<file path="src/inc/dsac_consts.svh">
// offsets, field positions, reset values and contract for the speed assembly codec
`ifndef DSAC_CONSTS_SVH
`define DSAC_CONSTS_SVH

`define DSAC_INST_BASIC_OUT 8'h14
`define DSAC_INST_EXT_OUT   8'h15
`define DSAC_INST_BASIC_IN  8'h46

`define DSAC_B_RUN_FWD  0
`define DSAC_B_RUN_REV  1
`define DSAC_B_FLT_RST  2
`define DSAC_B_NET_CTRL 5
`define DSAC_B_NET_REF  6
`define DSAC_B_FAULTED  0
`define DSAC_B_RUN_1FWD 2

`define DSAC_REG_CTRL     8'h00
`define DSAC_REG_STATUS   8'h04
`define DSAC_REG_IRQ_STAT 8'h08
`define DSAC_REG_IRQ_MASK 8'h0C
`define DSAC_REG_SPD_REF  8'h10
`define DSAC_REG_SPD_ACT  8'h14

`define DSAC_CTRL_RUN_SRC 0
`define DSAC_CTRL_REF_SRC 1
`define DSAC_CTRL_SS_LSB  4
`define DSAC_CTRL_DU_LSB  8
`define DSAC_CTRL_RST     32'h0000_0000

`define DSAC_IRQ_ACCEPT 0
`define DSAC_IRQ_REJECT 1
`define DSAC_IRQ_FLTRST 2
`define DSAC_IRQ_FAULT  3
`define DSAC_IRQ_W      4

`define DSAC_SPD_MAX 32'h0000_FFFF

`endif

</file>
<file path="src/inc/dsac_pkg.sv">
// types and shared arithmetic of the speed assembly codec
package dsac_pkg;

	typedef struct packed {
		logic        valid;
		logic [7:0]  inst;
		logic [31:0] data;
	} dsac_frame_t;

	typedef struct packed {
		logic        fault;
		logic        run_fwd;
		logic        run_rev;
		logic [31:0] freq;
	} dsac_core_t;

	typedef struct packed {
		logic        run_fwd;
		logic        run_rev;
		logic        fault_reset;
		logic        run_from_link;
		logic        ref_from_link;
		logic [31:0] speed_ref;
	} dsac_cmd_t;

	// multiply by two to a signed exponent
	function automatic logic [31:0] dsac_scale(input logic [31:0] v, input logic signed [3:0] ss);
		logic [3:0] mag;
		mag = ss[3] ? 4'((~ss) + 4'h1) : ss;
		if (ss[3]) begin
			return v >> mag;
		end
		return v << mag;
	endfunction

endpackage

</file>
<file path="src/rtl/dsac_codec.sv">
// speed control output assembly decoder and basic input assembly encoder
`timescale 1ns/100ps
`include "dsac_consts.svh"

module dsac_codec
	import dsac_pkg::*;
(
	// clock and reset
	input  wire logic        clk,
	input  wire logic        arst_n,
	// link side
	input  wire dsac_frame_t link_rx,
	output logic [31:0]      link_tx_data,
	output logic [7:0]       link_tx_inst,
	// drive core side
	input  wire dsac_core_t  core_in,
	output dsac_cmd_t        cmd,
	output logic [3:0]       display_unit,
	// register port
	input  wire logic [7:0]  reg_addr,
	input  wire logic [31:0] reg_wdata,
	input  wire logic        reg_wr,
	input  wire logic        reg_rd,
	output logic [31:0]      reg_rdata,
	// interrupt
	output logic             irq
);

	logic [31:0]             ctrl_reg;
	logic [`DSAC_IRQ_W-1:0]  irq_stat_reg;
	logic [`DSAC_IRQ_W-1:0]  irq_mask_reg;
	logic [`DSAC_IRQ_W-1:0]  irq_set;
	logic [31:0]             rdata_reg;
	logic [31:0]             tx_reg;
	logic [7:0]              last_inst_reg;
	logic                    fault_prev_reg;
	logic                    net_ctrl_reg;
	logic                    net_ref_reg;
	logic                    run_fwd_reg;
	logic                    run_rev_reg;
	logic                    fault_reset_reg;
	logic [31:0]             speed_ref_reg;
	logic [47:0]             act_wide;
	logic                    is_basic;
	logic                    is_ext;
	logic                    take;
	logic                    run_src_param;
	logic                    ref_src_param;
	logic signed [3:0]       speed_scale;
	logic [15:0]             ref_field;
	logic [31:0]             act_scaled;
	logic [15:0]             act_field;
	logic                    fwd_state;

	// register write decode
	function automatic logic wr_hit(input logic [7:0] target);
		return reg_wr && (reg_addr == target);
	endfunction

	assign run_src_param = ctrl_reg[`DSAC_CTRL_RUN_SRC];
	assign ref_src_param = ctrl_reg[`DSAC_CTRL_REF_SRC];
	assign speed_scale   = ctrl_reg[`DSAC_CTRL_SS_LSB +: 4];

	assign display_unit  = ctrl_reg[`DSAC_CTRL_DU_LSB +: 4];

	assign is_basic = link_rx.inst == `DSAC_INST_BASIC_OUT;

	assign is_ext   = link_rx.inst == `DSAC_INST_EXT_OUT;

	assign take     = link_rx.valid && (is_basic || is_ext);

	// low byte 2, high byte 3
	assign ref_field = {link_rx.data[31:24], link_rx.data[23:16]};

	// actual times two to the scale
	assign act_scaled = dsac_scale(core_in.freq, speed_scale);

	// left shifts kept wide so overflow saturates
	assign act_wide  = speed_scale[3] ? {16'h0000, act_scaled} : ({16'h0000, core_in.freq} << speed_scale[2:0]);

	assign act_field = (act_wide > 48'h0000_0000_FFFF) ? 16'hFFFF : act_wide[15:0];

	assign fwd_state = core_in.run_fwd && !core_in.run_rev;

	always_ff @(posedge clk or negedge arst_n) begin
		if (!arst_n) begin
			run_fwd_reg <= 1'b0;
		end else if (take) begin
			run_fwd_reg <= link_rx.data[`DSAC_B_RUN_FWD];
		end
	end

	always_ff @(posedge clk or negedge arst_n) begin
		if (!arst_n) begin
			run_rev_reg <= 1'b0;
		end else if (take) begin
			run_rev_reg <= is_ext && link_rx.data[`DSAC_B_RUN_REV];
		end
	end

	always_ff @(posedge clk or negedge arst_n) begin
		if (!arst_n) begin
			fault_reset_reg <= 1'b0;
		end else begin
			fault_reset_reg <= take && link_rx.data[`DSAC_B_FLT_RST];
		end
	end

	// link source bits held from last frame
	always_ff @(posedge clk or negedge arst_n) begin
		if (!arst_n) begin
			net_ctrl_reg <= 1'b0;
			net_ref_reg  <= 1'b0;
		end else if (take) begin
			net_ctrl_reg <= is_ext && link_rx.data[`DSAC_B_NET_CTRL];
			net_ref_reg  <= is_ext && link_rx.data[`DSAC_B_NET_REF];
		end
	end

	assign cmd.run_from_link = net_ctrl_reg || run_src_param;

	assign cmd.ref_from_link = net_ref_reg || ref_src_param;

	always_ff @(posedge clk or negedge arst_n) begin
		if (!arst_n) begin
			speed_ref_reg <= 32'h0000_0000;
		end else if (take) begin
			speed_ref_reg <= dsac_scale({16'h0000, ref_field}, speed_scale);
		end
	end

	assign cmd.run_fwd     = run_fwd_reg;
	assign cmd.run_rev     = run_rev_reg;
	assign cmd.fault_reset = fault_reset_reg;
	assign cmd.speed_ref   = speed_ref_reg;

	always_ff @(posedge clk or negedge arst_n) begin
		if (!arst_n) begin
			last_inst_reg <= 8'h00;
		end else if (take) begin
			last_inst_reg <= link_rx.inst;
		end
	end

	always_ff @(posedge clk or negedge arst_n) begin
		if (!arst_n) begin
			tx_reg <= 32'h0000_0000;
		end else begin
			tx_reg                   <= 32'h0000_0000;
			tx_reg[`DSAC_B_FAULTED]  <= core_in.fault;
			tx_reg[`DSAC_B_RUN_1FWD] <= fwd_state;
			tx_reg[31:16]            <= act_field;
		end
	end

	assign link_tx_data = tx_reg;
	assign link_tx_inst = `DSAC_INST_BASIC_IN;

	// events
	always_comb begin
		irq_set                   = '0;
		irq_set[`DSAC_IRQ_ACCEPT] = take;
		irq_set[`DSAC_IRQ_REJECT] = link_rx.valid && !is_basic && !is_ext;
		irq_set[`DSAC_IRQ_FLTRST] = take && link_rx.data[`DSAC_B_FLT_RST];
		irq_set[`DSAC_IRQ_FAULT]  = core_in.fault && !fault_prev_reg;
	end

	always_ff @(posedge clk or negedge arst_n) begin
		if (!arst_n) begin
			fault_prev_reg <= 1'b0;
		end else begin
			fault_prev_reg <= core_in.fault;
		end
	end

	// sticky status, set wins over write-one clear
	always_ff @(posedge clk or negedge arst_n) begin
		if (!arst_n) begin
			irq_stat_reg <= '0;
		end else if (wr_hit(`DSAC_REG_IRQ_STAT)) begin
			irq_stat_reg <= (irq_stat_reg & ~reg_wdata[`DSAC_IRQ_W-1:0]) | irq_set;
		end else begin
			irq_stat_reg <= irq_stat_reg | irq_set;
		end
	end

	always_ff @(posedge clk or negedge arst_n) begin
		if (!arst_n) begin
			irq_mask_reg <= '0;
		end else if (wr_hit(`DSAC_REG_IRQ_MASK)) begin
			irq_mask_reg <= reg_wdata[`DSAC_IRQ_W-1:0];
		end
	end

	assign irq = |(irq_stat_reg & irq_mask_reg);

	always_ff @(posedge clk or negedge arst_n) begin
		if (!arst_n) begin
			ctrl_reg <= `DSAC_CTRL_RST;
		end else if (wr_hit(`DSAC_REG_CTRL)) begin
			ctrl_reg <= {20'h00000, reg_wdata[11:4], 2'b00, reg_wdata[1:0]};
		end
	end

	// read data one cycle after strobe, zero elsewhere
	always_ff @(posedge clk or negedge arst_n) begin
		if (!arst_n) begin
			rdata_reg <= 32'h0000_0000;
		end else if (!reg_rd) begin
			rdata_reg <= 32'h0000_0000;
		end else begin
			case (reg_addr)
				`DSAC_REG_CTRL:     rdata_reg <= ctrl_reg;
				`DSAC_REG_STATUS:   rdata_reg <= {16'h0000, last_inst_reg, 3'b000,
					cmd.ref_from_link, cmd.run_from_link, fwd_state,
					cmd.run_fwd, core_in.fault};
				`DSAC_REG_IRQ_STAT: rdata_reg <= {28'h0000000, irq_stat_reg};
				`DSAC_REG_IRQ_MASK: rdata_reg <= {28'h0000000, irq_mask_reg};
				`DSAC_REG_SPD_REF:  rdata_reg <= speed_ref_reg;
				`DSAC_REG_SPD_ACT:  rdata_reg <= {16'h0000, tx_reg[31:16]};
				default:            rdata_reg <= 32'h0000_0000;
			endcase
		end
	end

	assign reg_rdata = rdata_reg;

	AST_BASIC_FWD: assert property (@(posedge clk) disable iff (!arst_n)
		link_rx.valid && is_basic |=> cmd.run_fwd == $past(link_rx.data[0]) && !cmd.run_rev)
		else $error("basic frame run bits wrong");

	AST_EXT_REV: assert property (@(posedge clk) disable iff (!arst_n)
		link_rx.valid && is_ext |=> cmd.run_rev == $past(link_rx.data[1]))
		else $error("reverse run not taken");

	AST_FLT_PULSE: assert property (@(posedge clk) disable iff (!arst_n)
		take && link_rx.data[2] |=> cmd.fault_reset ##1 (!cmd.fault_reset || $past(take && link_rx.data[2])))
		else $error("fault reset pulse wrong");

	AST_RUN_SRC: assert property (@(posedge clk) disable iff (!arst_n)
		take && is_ext && !link_rx.data[5] |=> cmd.run_from_link == run_src_param)
		else $error("run source not from parameter");

	AST_REF_SRC: assert property (@(posedge clk) disable iff (!arst_n)
		take && is_ext && link_rx.data[6] |=> cmd.ref_from_link)
		else $error("reference source not link");

	AST_REF_VAL: assert property (@(posedge clk) disable iff (!arst_n)
		take && speed_scale == 4'sh0 |=> cmd.speed_ref == {16'h0000, $past(link_rx.data[31:16])})
		else $error("speed reference value wrong");

	AST_REJECT: assert property (@(posedge clk) disable iff (!arst_n)
		link_rx.valid && !take |=> $stable(cmd.speed_ref) && irq_stat_reg[1])
		else $error("unknown instance changed state");

	AST_FAULTED: assert property (@(posedge clk) disable iff (!arst_n)
		##1 link_tx_data[0] == $past(core_in.fault))
		else $error("faulted flag wrong");

	AST_FWD_FLAG: assert property (@(posedge clk) disable iff (!arst_n)
		core_in.run_rev |=> !link_tx_data[2])
		else $error("forward flag set in reverse");

	AST_RSVD_ZERO: assert property (@(posedge clk) disable iff (!arst_n)
		link_tx_data[15:3] == 13'h0000 && !link_tx_data[1])
		else $error("reserved input bits not zero");

	AST_ACT_VAL: assert property (@(posedge clk) disable iff (!arst_n)
		speed_scale == 4'sh2 && core_in.freq < 32'h0000_4000
		|=> link_tx_data[31:16] == 16'($past(core_in.freq) << 2))
		else $error("actual speed scaling wrong");

	AST_FLT_VAL: assert property (@(posedge clk) disable iff (!arst_n)
		take |=> cmd.fault_reset == $past(link_rx.data[`DSAC_B_FLT_RST]))
		else $error("fault reset not taken from frame");

	AST_FLT_IDLE: assert property (@(posedge clk) disable iff (!arst_n)
		!take |=> !cmd.fault_reset)
		else $error("fault reset without frame");

	AST_EXT_FWD: assert property (@(posedge clk) disable iff (!arst_n)
		link_rx.valid && is_ext |=> cmd.run_fwd == $past(link_rx.data[`DSAC_B_RUN_FWD]))
		else $error("forward run not taken from extended frame");

	AST_RUN_HOLD: assert property (@(posedge clk) disable iff (!arst_n)
		!take |=> $stable(cmd.run_fwd) && $stable(cmd.run_rev))
		else $error("run command changed without frame");

	AST_BASIC_REV0: assert property (@(posedge clk) disable iff (!arst_n)
		take && is_basic |=> !cmd.run_rev)
		else $error("reverse run after basic frame");

	AST_BASIC_SRC: assert property (@(posedge clk) disable iff (!arst_n)
		take && is_basic |=> cmd.run_from_link == run_src_param && cmd.ref_from_link == ref_src_param)
		else $error("basic frame sources not from parameters");

	AST_RUN_LINK: assert property (@(posedge clk) disable iff (!arst_n)
		take && is_ext && link_rx.data[`DSAC_B_NET_CTRL] |=> cmd.run_from_link)
		else $error("run source not link");

	AST_REF_PARAM: assert property (@(posedge clk) disable iff (!arst_n)
		take && is_ext && !link_rx.data[`DSAC_B_NET_REF] |=> cmd.ref_from_link == ref_src_param)
		else $error("reference source not from parameter");

	AST_REF_HOLD: assert property (@(posedge clk) disable iff (!arst_n)
		!take |=> $stable(cmd.speed_ref))
		else $error("speed reference changed without frame");

	AST_REF_SCALE2: assert property (@(posedge clk) disable iff (!arst_n)
		take && speed_scale == 4'sh2 |=> cmd.speed_ref == {14'h0000, $past(link_rx.data[31:16]), 2'b00})
		else $error("speed reference rescale wrong");

	AST_REF_BYTES: assert property (@(posedge clk) disable iff (!arst_n)
		take && speed_scale == 4'sh0 |=> cmd.speed_ref[7:0] == $past(link_rx.data[23:16]))
		else $error("speed reference low byte wrong");

	AST_REF_RANGE: assert property (@(posedge clk) disable iff (!arst_n)
		take && speed_scale == 4'sh0 |=> cmd.speed_ref[31:16] == 16'h0000)
		else $error("unscaled reference above 16 bits");

	AST_REJ_RUN: assert property (@(posedge clk) disable iff (!arst_n)
		link_rx.valid && !take |=> $stable(cmd.run_fwd) && $stable(cmd.run_rev))
		else $error("unknown instance changed run command");

	AST_FAULT_SET: assert property (@(posedge clk) disable iff (!arst_n)
		core_in.fault |=> link_tx_data[`DSAC_B_FAULTED])
		else $error("faulted flag missing");

	AST_FAULT_CLR: assert property (@(posedge clk) disable iff (!arst_n)
		!core_in.fault |=> !link_tx_data[`DSAC_B_FAULTED])
		else $error("faulted flag without fault");

	AST_FWD_SET: assert property (@(posedge clk) disable iff (!arst_n)
		core_in.run_fwd && !core_in.run_rev |=> link_tx_data[`DSAC_B_RUN_1FWD])
		else $error("forward flag missing");

	AST_FWD_STOP: assert property (@(posedge clk) disable iff (!arst_n)
		!core_in.run_fwd |=> !link_tx_data[`DSAC_B_RUN_1FWD])
		else $error("forward flag while stopped");

	AST_ACT_DIRECT: assert property (@(posedge clk) disable iff (!arst_n)
		speed_scale == 4'sh0 && core_in.freq < 32'h0001_0000
		|=> link_tx_data[31:16] == $past(core_in.freq[15:0]))
		else $error("actual speed not output frequency");

	AST_ACT_SAT: assert property (@(posedge clk) disable iff (!arst_n)
		core_in.freq > `DSAC_SPD_MAX && !speed_scale[3] |=> link_tx_data[31:16] == 16'hFFFF)
		else $error("actual speed not saturated");

	AST_ACT_BYTES: assert property (@(posedge clk) disable iff (!arst_n)
		speed_scale == 4'sh0 && core_in.freq < 32'h0001_0000
		|=> link_tx_data[23:16] == $past(core_in.freq[7:0]))
		else $error("actual speed low byte wrong");

	AST_ACCEPT_EVT: assert property (@(posedge clk) disable iff (!arst_n)
		take |=> irq_stat_reg[`DSAC_IRQ_ACCEPT])
		else $error("accept event lost");

	AST_FLTRST_EVT: assert property (@(posedge clk) disable iff (!arst_n)
		take && link_rx.data[`DSAC_B_FLT_RST] |=> irq_stat_reg[`DSAC_IRQ_FLTRST])
		else $error("fault reset event lost");

	AST_FAULT_EVT: assert property (@(posedge clk) disable iff (!arst_n)
		core_in.fault && !fault_prev_reg |=> irq_stat_reg[`DSAC_IRQ_FAULT])
		else $error("fault event lost");

endmodule

</file>
<file path="config.mk">
export PLATFORM = sky130hd
export DESIGN_NAME = dsac_codec
export DESIGN_NICKNAME = d
export VERILOG_FILES = /design/src/inc/dsac_pkg.sv /design/src/rtl/dsac_codec.sv
export VERILOG_INCLUDE_DIRS = /design/src /design/src/inc
export SDC_FILE = /design/constraint.sdc
export NUM_CORES = 1
export LEC_CHECK = 0
export ABC_AREA = 1
export BUFFER_PORTS_ARGS = -buffer_cell sky130_fd_sc_hd__buf_2
export CORE_MARGIN = 3
export CORE_UTILIZATION = 45
export CTS_BUF_LIST = sky130_fd_sc_hd__clkbuf_4
export CTS_CLUSTER_DIAMETER = 50
export CTS_CLUSTER_SIZE = 16
export DETAILED_ROUTE_END_ITERATION = 6
export PLACE_DENSITY = 0.73
export SYNTH_ARGS = -nofsm -noshare
export SYNTH_HDL_FRONTEND = slang
export SYNTH_SLANG_ARGS = --single-unit
export TNS_END_PERCENT = 50
</file>
<file path="constraint.sdc">
create_clock -name clk -period 2.74 [get_ports clk]
set_clock_uncertainty 0.05 [all_clocks]
set_input_delay 0.137 -clock clk [delete_from_list [all_inputs] [get_ports clk]]
set_output_delay 0.137 -clock clk [all_outputs]
set_load 0.01 [all_outputs]
</file>
==> flow_metrics.tcl, run 1 <==
set metrics [dict create \
    yosysTopAreaCell "dfrtp_1" \
    seq_power_share 0.472 \
    synth_compound_area_frac 0.1574 \
    crit_arrival_ps 2690 \
    multiInputGateArea_um2 4229 \
    synth.area.top_cells "dfrtp_1, nand2_1, o21ai_0" \
    synth.area.mux_share 0.007999 \
    stdcell_count 1658 \
    numPlacedInstances 1612 \
    r2r_end "link_tx_data[23]" \
    tritoncts "yes" \
    final_nets 1548 \
    gp_congestion 0.9284 \
    clkPwrFrac 0.208 \
    rsz0062_at_grt "no" \
    wl_um 26250 \
    synth_top_family_by_area "simple AND/OR/NAND/NOR gates" \
    netlist_top_cells_count "nand2_1, inv_1, o21ai_0" \
    reg2reg_from "ctrl_reg[4]" \
    fp.coreArea_um2 17480 \
    place_hpwl_um 20440 \
    setup_viol_count_final 0 \
    async_flop_share 1.000 \
    regArea_um2 2779 \
    antenna_found_initial 1 \
    clkTransAtPathRegs_ps 170 \
    rows 48 \
    synth_edf_count 0 \
    die_h_um 140.4 \
    io_pins 234 \
    cp.required_ps 3060 \
    p_sw_frac 0.3757 \
    first_pass_iters 5 \
    synth_most_common_cell "nand2_1" \
    synth_cell_types 44 \
    ir_drop_mv 0.3024 \
    maxSlewViolCount 0 \
    die_area_um2 19720 \
    critPathKind "reg2reg" \
    crit_fanout 50 \
    fin_crit_sh 0.8628 \
    post_cts_buffers 0 \
    cap_viol_max_count 0 \
    grt_pass1_vias 8201 \
    ff2ff_path_depth 12 \
    routedWlPerCell_um 15.83 \
    grt_pass1_wl_um 42280 \
    min_period_ps 2364 \
    finish.utilization 0.5428 \
    grt_max_degree 99 \
    internal-power_mw 2.322 \
    yosys.area_share.simple 0.3419 \
    hold_depth 5 \
    holdPathEnd "run_fwd_reg" \
    startpoint "ctrl_reg[4]" \
    htree_levels 3 \
    synth_warnings 0 \
    fmax_mhz 423.0 \
    switchingPower_mw 1.397 \
    total_power_mw 3.719 \
    synth.cell_area_um2 8134 \
    p_leak_nw 5.124 \
    grt_overflow 0 \
    worst_setup_path_start_kind "flip-flop" \
    rrSetupSlack_ps 380 \
    synth_top_area_frac 0.3415 \
    slew_headroom 0.3964 \
    synth_xor_area_frac 0 \
    min_from "link_rx[37]" \
    seq_area_frac_synth 0.3415 \
    syn-instance-count 1247 \
    outcome "completed" \
    end_kind "flip-flop" \
    comb_power_share 0.320 \
    drtIter0Drc 559 \
    synthAdderAreaFrac 0.001538 \
    insertion_delay_ps 490 \
    tightest_slew_ps 905.3 \
    syn_avg_cell_area_um2 6.523 \
    die_w_um 140.4 \
    cts_root_buf "clkbuf_4" \
    drive_gt1_frac 0.1858 \
    hold_violations 0 \
    area_delta_synth_final_pct 16.63 \
    start_util 0.4654 \
    vias 8621 \
    synth_ff_type "dfrtp_1" \
    drc 0 \
    fill_cells 1827 \
    ant_nets 0 \
    numCtsBuffers 9 \
    cts_buffer_depth 2 \
    grtUsageTotal 0.2652 \
    holdCritPathClass "in2reg" \
    fin_tns_setup_ps 0 \
    power.density_nw_per_um2 392.0 \
    clock-sinks 111 \
    ys_seq_elements 111 \
    via_per_inst 5.200 \
    io_buffers 178 \
]
## stage by stage
step	setup WS, ps	hold slack (ps)	cell area [µm²]
floorplan	149.9	-208.6	8217
global placement	412.9	209.8	9062
detailed placement	411.2	213.6	9062
CTS	370.9	6.555	9484
global route	87.72	59.43	9487
finish	376.0	28.67	9487
## power by group through the flow
stage	Sequential (mW)	Combinational, mW	Clock, mW
floorplan	1.78	0.785	0
global placement	1.78	1.15	0
detailed placement	1.79	1.16	0
CTS	1.76	1.19	0.797
global route	1.76	1.34	0.846
finish	1.76	1.19	0.772
## placed cells by master, fill, tap and decap left out, types with 29 or more instances in the layout
cell | Yosys | routed
inv_1 | 143 | 143
nor2_1 | 111 | 111
buf_4 | 42 | 31
nand3_1 | 100 | 100
dfrtp_1 | 111 | 110
dlygate4sd3_1 | 0 | 29
a21oi_1 | 29 | 29
o21ai_0 | 118 | 118
nand2_1 | 392 | 392
buf_2 | 22 | 177
## critical path: stages, from the launching register on
cell	delay, ps
dfrtp_2	430
inv_2	50
ha_1	300
inv_1	50
nand2_2	70
nand2_4	150
buf_12	220
o21ai_0	400
nor2_1	70
nor2_1	90
o21ai_0	120
nand4_1	160
nand3_2	80
## area by class of cell
type,instances,area share
diodes,1,0.0002638
repair buffers,241,0.1570
well taps,225,0.02968
multi-input cells,911,0.4458
inverters,153,0.06054
clock buffers,10,0.007913
clock inverters,6,0.005935
flip-flops and latches,111,0.2929
## metal layers
metal,GRT usage,part of all wire,up-vias
met4,0.1091,0.037,0
met2,0.4635,0.49,305
li1,-,-,4310
met5,0,0,-
met1,0.3306,0.42,3943
met3,0.03380,0.058,63
## repair_timing
item                      4_1_cts  5_1_grt
hold endpoints to repair       99        0
gates resized for setup         0        0
hold buffers                   29        0
## worst max path at each step
stage	depth (start not counted)	slack, ps	to
6_report	12	380	link_tx_data[23]
5_1_grt	12	90	link_tx_data[16]
3_5_place_dp	12	410	link_tx_data[23]
4_1_cts	12	370	link_tx_data[23]
2_1_floorplan	19	150	link_tx_data[26]
3_3_place_gp	12	410	link_tx_data[23]
## cell families (layout without fill, tap and decap cells)
logic type | after synthesis | count (layout)
multiplexers | 6 | 6
other | 2 | 25
AND/OR/NAND/NOR | 655 | 655
flip-flops | 111 | 111
AO/OA/AOI/OAI | 225 | 225
adder cells (fa/ha/maj) | 1 | 1
buffers and inverters | 247 | 410
No activity file was read; power rests on OpenSTA's default activity.
==> inputs of run 2 (changes only) <==
- CTS_BUF_LIST: sky130_fd_sc_hd__clkbuf_4 -> sky130_fd_sc_hd__clkbuf_2 sky130_fd_sc_hd__clkbuf_4 sky130_fd_sc_hd__clkbuf_8
==> run 2 against run 1 <==
  * Global-route usage is 0.27 points lower
  * Critical path depth stayed put
  * Via count is 0.13% higher
  * Hold slack hardly changed
  * Routed wire length is 0.59% lower
  * Power is 4.1% higher
  * Final cell count is 0.48% lower
  * Sequential power hardly changed
  * Flip-flop and latch count stayed put
  * Register-to-register slack hardly changed
  * Setup slack worse by 3.9 ps
  * Non-clock buffer count is 7 lower
  * Critical path type unchanged
  * Largest power group unchanged
==> flow_metrics.tcl, run 2 (synthesis gave the netlist of run 1 again) <==
set metrics [dict create \
    final_common_cell "nand2_1" \
    cp_cell_sequence "inv_2 -> ha_1 -> inv_1 -> nand2_2 -> nand2_4 -> buf_12 -> o21ai_0 -> nor2_1 -> nor2_1 -> o21ai_0 -> nand4_1 -> nand3_2" \
    fmax_mhz 422.3 \
    post_dp_cell_area_um2 9062 \
    via_per_inst 5.232 \
    setup_viol_count_final 0 \
    power.density_nw_per_um2 408.8 \
    vias 8632 \
    slowest_delay_ps 410 \
    tightest_slew_ps 896.7 \
    rsz0062_at_grt "no" \
    rows 48 \
    maxSlewViolCount 0 \
    clkTransAtPathRegs_ps 110 \
    end_kind "flip-flop" \
    worst_setup_path_start_kind "flip-flop" \
    min_period_ps 2368 \
    grtUsageTotal 0.2625 \
    comb_power_share 0.306 \
    io_buffers 178 \
    fill_cells 1813 \
    fp.coreArea_um2 17480 \
    tritoncts "yes" \
    numPlacedInstances 1612 \
    grt_max_degree 99 \
    wl_um 26090 \
    fin_tns_setup_ps 0 \
    slew_headroom 0.4022 \
    critPathSlowestCell "dfrtp_2" \
    switchingPower_mw 1.412 \
    crit_arrival_ps 2570 \
    crit_fanout 50 \
    clkPwrFrac 0.241 \
    p_sw_frac 0.3646 \
    start_util 0.4654 \
    drc 0 \
    io_pins 234 \
    insertion_delay_ps 380 \
    grt_overflow 0 \
    die_w_um 140.4 \
    first_pass_iters 7 \
    cp.required_ps 2940 \
    place_hpwl_um 20440 \
    ir_drop_mv 0.3244 \
    area_delta_synth_final_pct 16.43 \
    regArea_um2 2779 \
    holdCritPathClass "in2reg" \
    grt_pass1_vias 8140 \
    routedWlPerCell_um 15.81 \
    drive_gt1_frac 0.1867 \
    final_cell_mix "nand2_1, buf_2, inv_1, o21ai_0, nor2_1" \
    seq_power_share 0.453 \
    grt_pass1_wl_um 41900 \
    fin_crit_sh 0.8642 \
    multiInputGateArea_um2 4229 \
    cts_root_buf "clkbuf_8" \
    clock-sinks 111 \
    hold_violations 0 \
    ant_nets 0 \
    numCtsBuffers 9 \
    internal-power_mw 2.460 \
    final_nets 1541 \
    cap_viol_max_count 0 \
    diodes 0 \
    drtIter0Drc 620 \
    critPathKind "reg2reg" \
    gp_congestion 0.9284 \
    post_cts_resized 0 \
    antenna_found_initial 0 \
    finish.instance_area_um2 9470 \
    fin_hold_ws_ps 28.22 \
    die_h_um 140.4 \
    htree_levels 3 \
    post_cts_buffers 0 \
    p_leak_nw 5.118 \
    stdcell_count 1650 \
    outcome "completed" \
    die_area_um2 19720 \
    cts_buffer_depth 2 \
]
[run 2: critical path: cells and delay by family (launching register included)]
family	cells	cell delay [ps]
AO/OA/AOI/OAI	2	530
buffers and inverters	3	320
flip-flops	1	410
AND/OR/NAND/NOR	6	630
adder cells (fa/ha/maj)	1	300
[run 2: area by class of cell]
cell class,count,area share
clock buffer,10,0.01387
multi-input combinational,911,0.4466
timing repair buffer,234,0.1498
clock inverter,6,0.005945
inverter,153,0.06064
sequential,111,0.2934
tap,225,0.02973
[run 2: per-layer routing]
layer | wire length, µm | global-route usage | up-vias | part of all wire
li1 | - | - | 4297 | -
met1 | 10720 | 0.3293 | 3949 | 0.41
met2 | 12710 | 0.4556 | 323 | 0.49
met3 | 1666 | 0.03346 | 63 | 0.064
met4 | 999 | 0.1096 | 0 | 0.038
met5 | 0 | 0 | - | 0
[run 2: metrics by stage]
stage          power, mW  utilization  worst slack, ps
2_1_floorplan      2.568            -            149.9
3_3_place_gp       2.936       0.5185            412.9
3_5_place_dp       2.943       0.5185            411.2
4_1_cts            3.894       0.5419            382.2
5_1_grt            4.106       0.5419            112.5
6_report           3.872       0.5419            372.2
[run 2: repair_timing]
item | CTS | global route
endpoints found under the setup margin | 0 | 0
hold endpoints to repair | 90 | 0
hold buffers | 22 | 0
[run 2: final timing paths]
kind / startpoint / to / slack [ps] / cells after the start
min in group asynchronous: arst_n / speed_ref_reg[23] / 360 / 2
worst min-delay path: link_rx[33] / irq_stat_reg[1] / 30 / 3
worst min register to register: last_inst_reg[4] / last_inst_reg[4] / 420 / 2
max in group asynchronous: arst_n / link_tx_data[18] / 1510 / 3
worst max-delay path: ctrl_reg[4] / link_tx_data[23] / 370 / 12
worst max register to register: ctrl_reg[4] / link_tx_data[23] / 370 / 12
[run 2: power by group through the flow]
| stage | combinational [mW] | clock, mW | sequential [mW] |
|---|---|---|---|
| 2_1_floorplan | 0.785 | 0 | 1.78 |
| 3_3_place_gp | 1.15 | 0 | 1.78 |
| 3_5_place_dp | 1.16 | 0 | 1.79 |
| 4_1_cts | 1.19 | 0.955 | 1.75 |
| 5_1_grt | 1.34 | 1.01 | 1.76 |
| 6_report | 1.18 | 0.933 | 1.75 |
==> inputs of run 3 (changes only) <==
- BUFFER_PORTS_ARGS: -buffer_cell sky130_fd_sc_hd__buf_2 -> unset
- DONT_BUFFER_PORTS: unset -> 1
- PLACE_DENSITY: 0.73 -> unset
==> run 3 against run 2 <==
  * The run now ends with negative hold slack left
  * Utilization decreased by 5.5 points
  * Via count decreased by 7.6%
  * Flip-flop and latch count unchanged
  * Sequential power increased by 2%
  * Sequential share of layout area increased by 3.3 points
  * Clock-buffer cell count decreased by 1
  * Routed wire length decreased by 2.4%
  * First-iteration DRC count increased by 5.6%
  * Clock power decreased by 4.0%
  * Register-to-register slack got worse by 40 ps
  * Largest power group unchanged
==> flow_metrics.tcl, run 3 (synthesis gave the netlist of run 1 again) <==
set metrics [dict create \
    stdcell_count 1464 \
    area_delta_synth_final_pct 4.584 \
    ant_nets 0 \
    fp.coreArea_um2 17480 \
    gp_congestion 0.9736 \
    top_layer "met4" \
    p_leak_nw 4.312 \
    final_cell_mix "nand2_1, inv_1, o21ai_0, nor2_1, dfrtp_1" \
    diodes 0 \
    grt_pass1_vias 7340 \
    final_common_cell "nand2_1" \
    clock-sinks 111 \
    tightest_slew_ps 643.6 \
    fin_crit_sh 0.8792 \
    insertion_delay_ps 380 \
    clkTransAtPathRegs_ps 100 \
    setup_viol_count_final 0 \
    critPathKind "reg2reg" \
    total_power_mw 3.664 \
    cts_root_buf "clkbuf_8" \
    numPlacedInstances 1421 \
    cp.required_ps 2920 \
    routedWlPerCell_um 17.39 \
    wl_um 25450 \
    fin_hold_ws_ps -611.9 \
    wl_met2_um 10990 \
    grt_max_degree 112 \
    first_pass_iters 6 \
    hold_violations 111 \
    m1WireLength_um 11700 \
    vias 7974 \
    htree_levels 3 \
    min_period_ps 2409 \
    post_dp_cell_area_um2 8059 \
    die_w_um 140.4 \
    power.density_nw_per_um2 430.7 \
    tritoncts "yes" \
    post_cts_resized 0 \
    outcome "complete, but fails checks" \
    drtIter0Drc 655 \
    numCtsBuffers 9 \
    place_hpwl_um 19480 \
    start_util 0.4654 \
    maxSlewViolCount 0 \
    io_buffers 0 \
    die_area_um2 19720 \
    grt_overflow 0 \
    postCtsHoldBufs 28 \
    drive_gt1_frac 0.05973 \
    end_kind "flip-flop" \
    crit_fanout 20 \
    worst_setup_path_start_kind "flip-flop" \
    rows 48 \
    fmax_mhz 415.1 \
    final_nets 1356 \
    die_h_um 140.4 \
    post_cts_buffers 0 \
    finish.utilization 0.4868 \
    ir_drop_mv 0.3507 \
    via_per_inst 5.447 \
    slew_headroom 0.5699 \
    holdCritPathClass "in2async" \
    wl_met3_um 2421 \
    place_ws_ps 339.1 \
    cap_viol_max_count 0 \
    violations "negative hold slack" \
    crit_arrival_ps 2590 \
    grtUsageTotal 0.2518 \
    rsz0062_at_grt "no" \
    antenna_found_initial 0 \
    drc 0 \
    fin_tns_setup_ps 0 \
    grt_pass1_wl_um 40010 \
    io_pins 234 \
    postLayoutSetupSlackWorst_ps 331.0 \
    finish.instance_area_um2 8507 \
    cts_buffer_depth 2 \
]
## run 3: cell types whose count changed in the layout (fill, tap and decap cells not counted), moves of 2 or more
cell / before / now
buf_2: 177 / 0
dlygate4sd3_1: 22 / 28
inv_6: 1 / 3
buf_4: 31 / 18
## run 3: power by group
part           internal (mW)  switching (mW)  total (mW)
clock                  0.333           0.563       0.896
combinational          0.315           0.668       0.983
sequential              1.70          0.0875        1.79
total                   2.35            1.32        3.66
## run 3: layout make-up
type	instances	area (µm²)
clock buffer	9	123.9
clock inverter	6	43.79
fill	1880	8970
inverter	153	574.3
multi-input combinational	911	4229
sequential	111	2779
tap	225	281.5
timing repair buffer	49	475.5
## run 3: worst paths after layout
check | startpoint | to | slack (ps) | depth (start not counted)
worst max-delay path | ctrl_reg[4] | link_tx_data[16] | 330 | 14
worst min register to register | last_inst_reg[2] | last_inst_reg[2] | 410 | 2
min in group clk | reg_addr[2] | reg_rdata[12] | 20 | 4
worst min-delay path | arst_n | run_rev_reg | -610 | 0
max in group asynchronous | arst_n | ctrl_reg[4] | 3050 | 0
worst max register to register | ctrl_reg[4] | link_tx_data[16] | 330 | 14
## run 3: critical path: stages (launching register included)
cell     delay (ps)
dfrtp_2         410
inv_2            50
ha_1            310
inv_1            70
nand2_2          60
nand2_4         210
nand2_1         110
nand2_1         110
nand2_1          80
nand2_1          60
nand2_1          50
nor2_1           90
nand3_1         110
nand3_2         340
nand3_1         160
## run 3: per-layer routing
| metal | vias up | track usage |
|---|---|---|
| met2 | 378 | 0.3775 |
| li1 | 3929 | - |
| met1 | 3642 | 0.3779 |
| met5 | - | 0 |
| met3 | 25 | 0.04336 |
| met4 | 0 | 0.06068 |
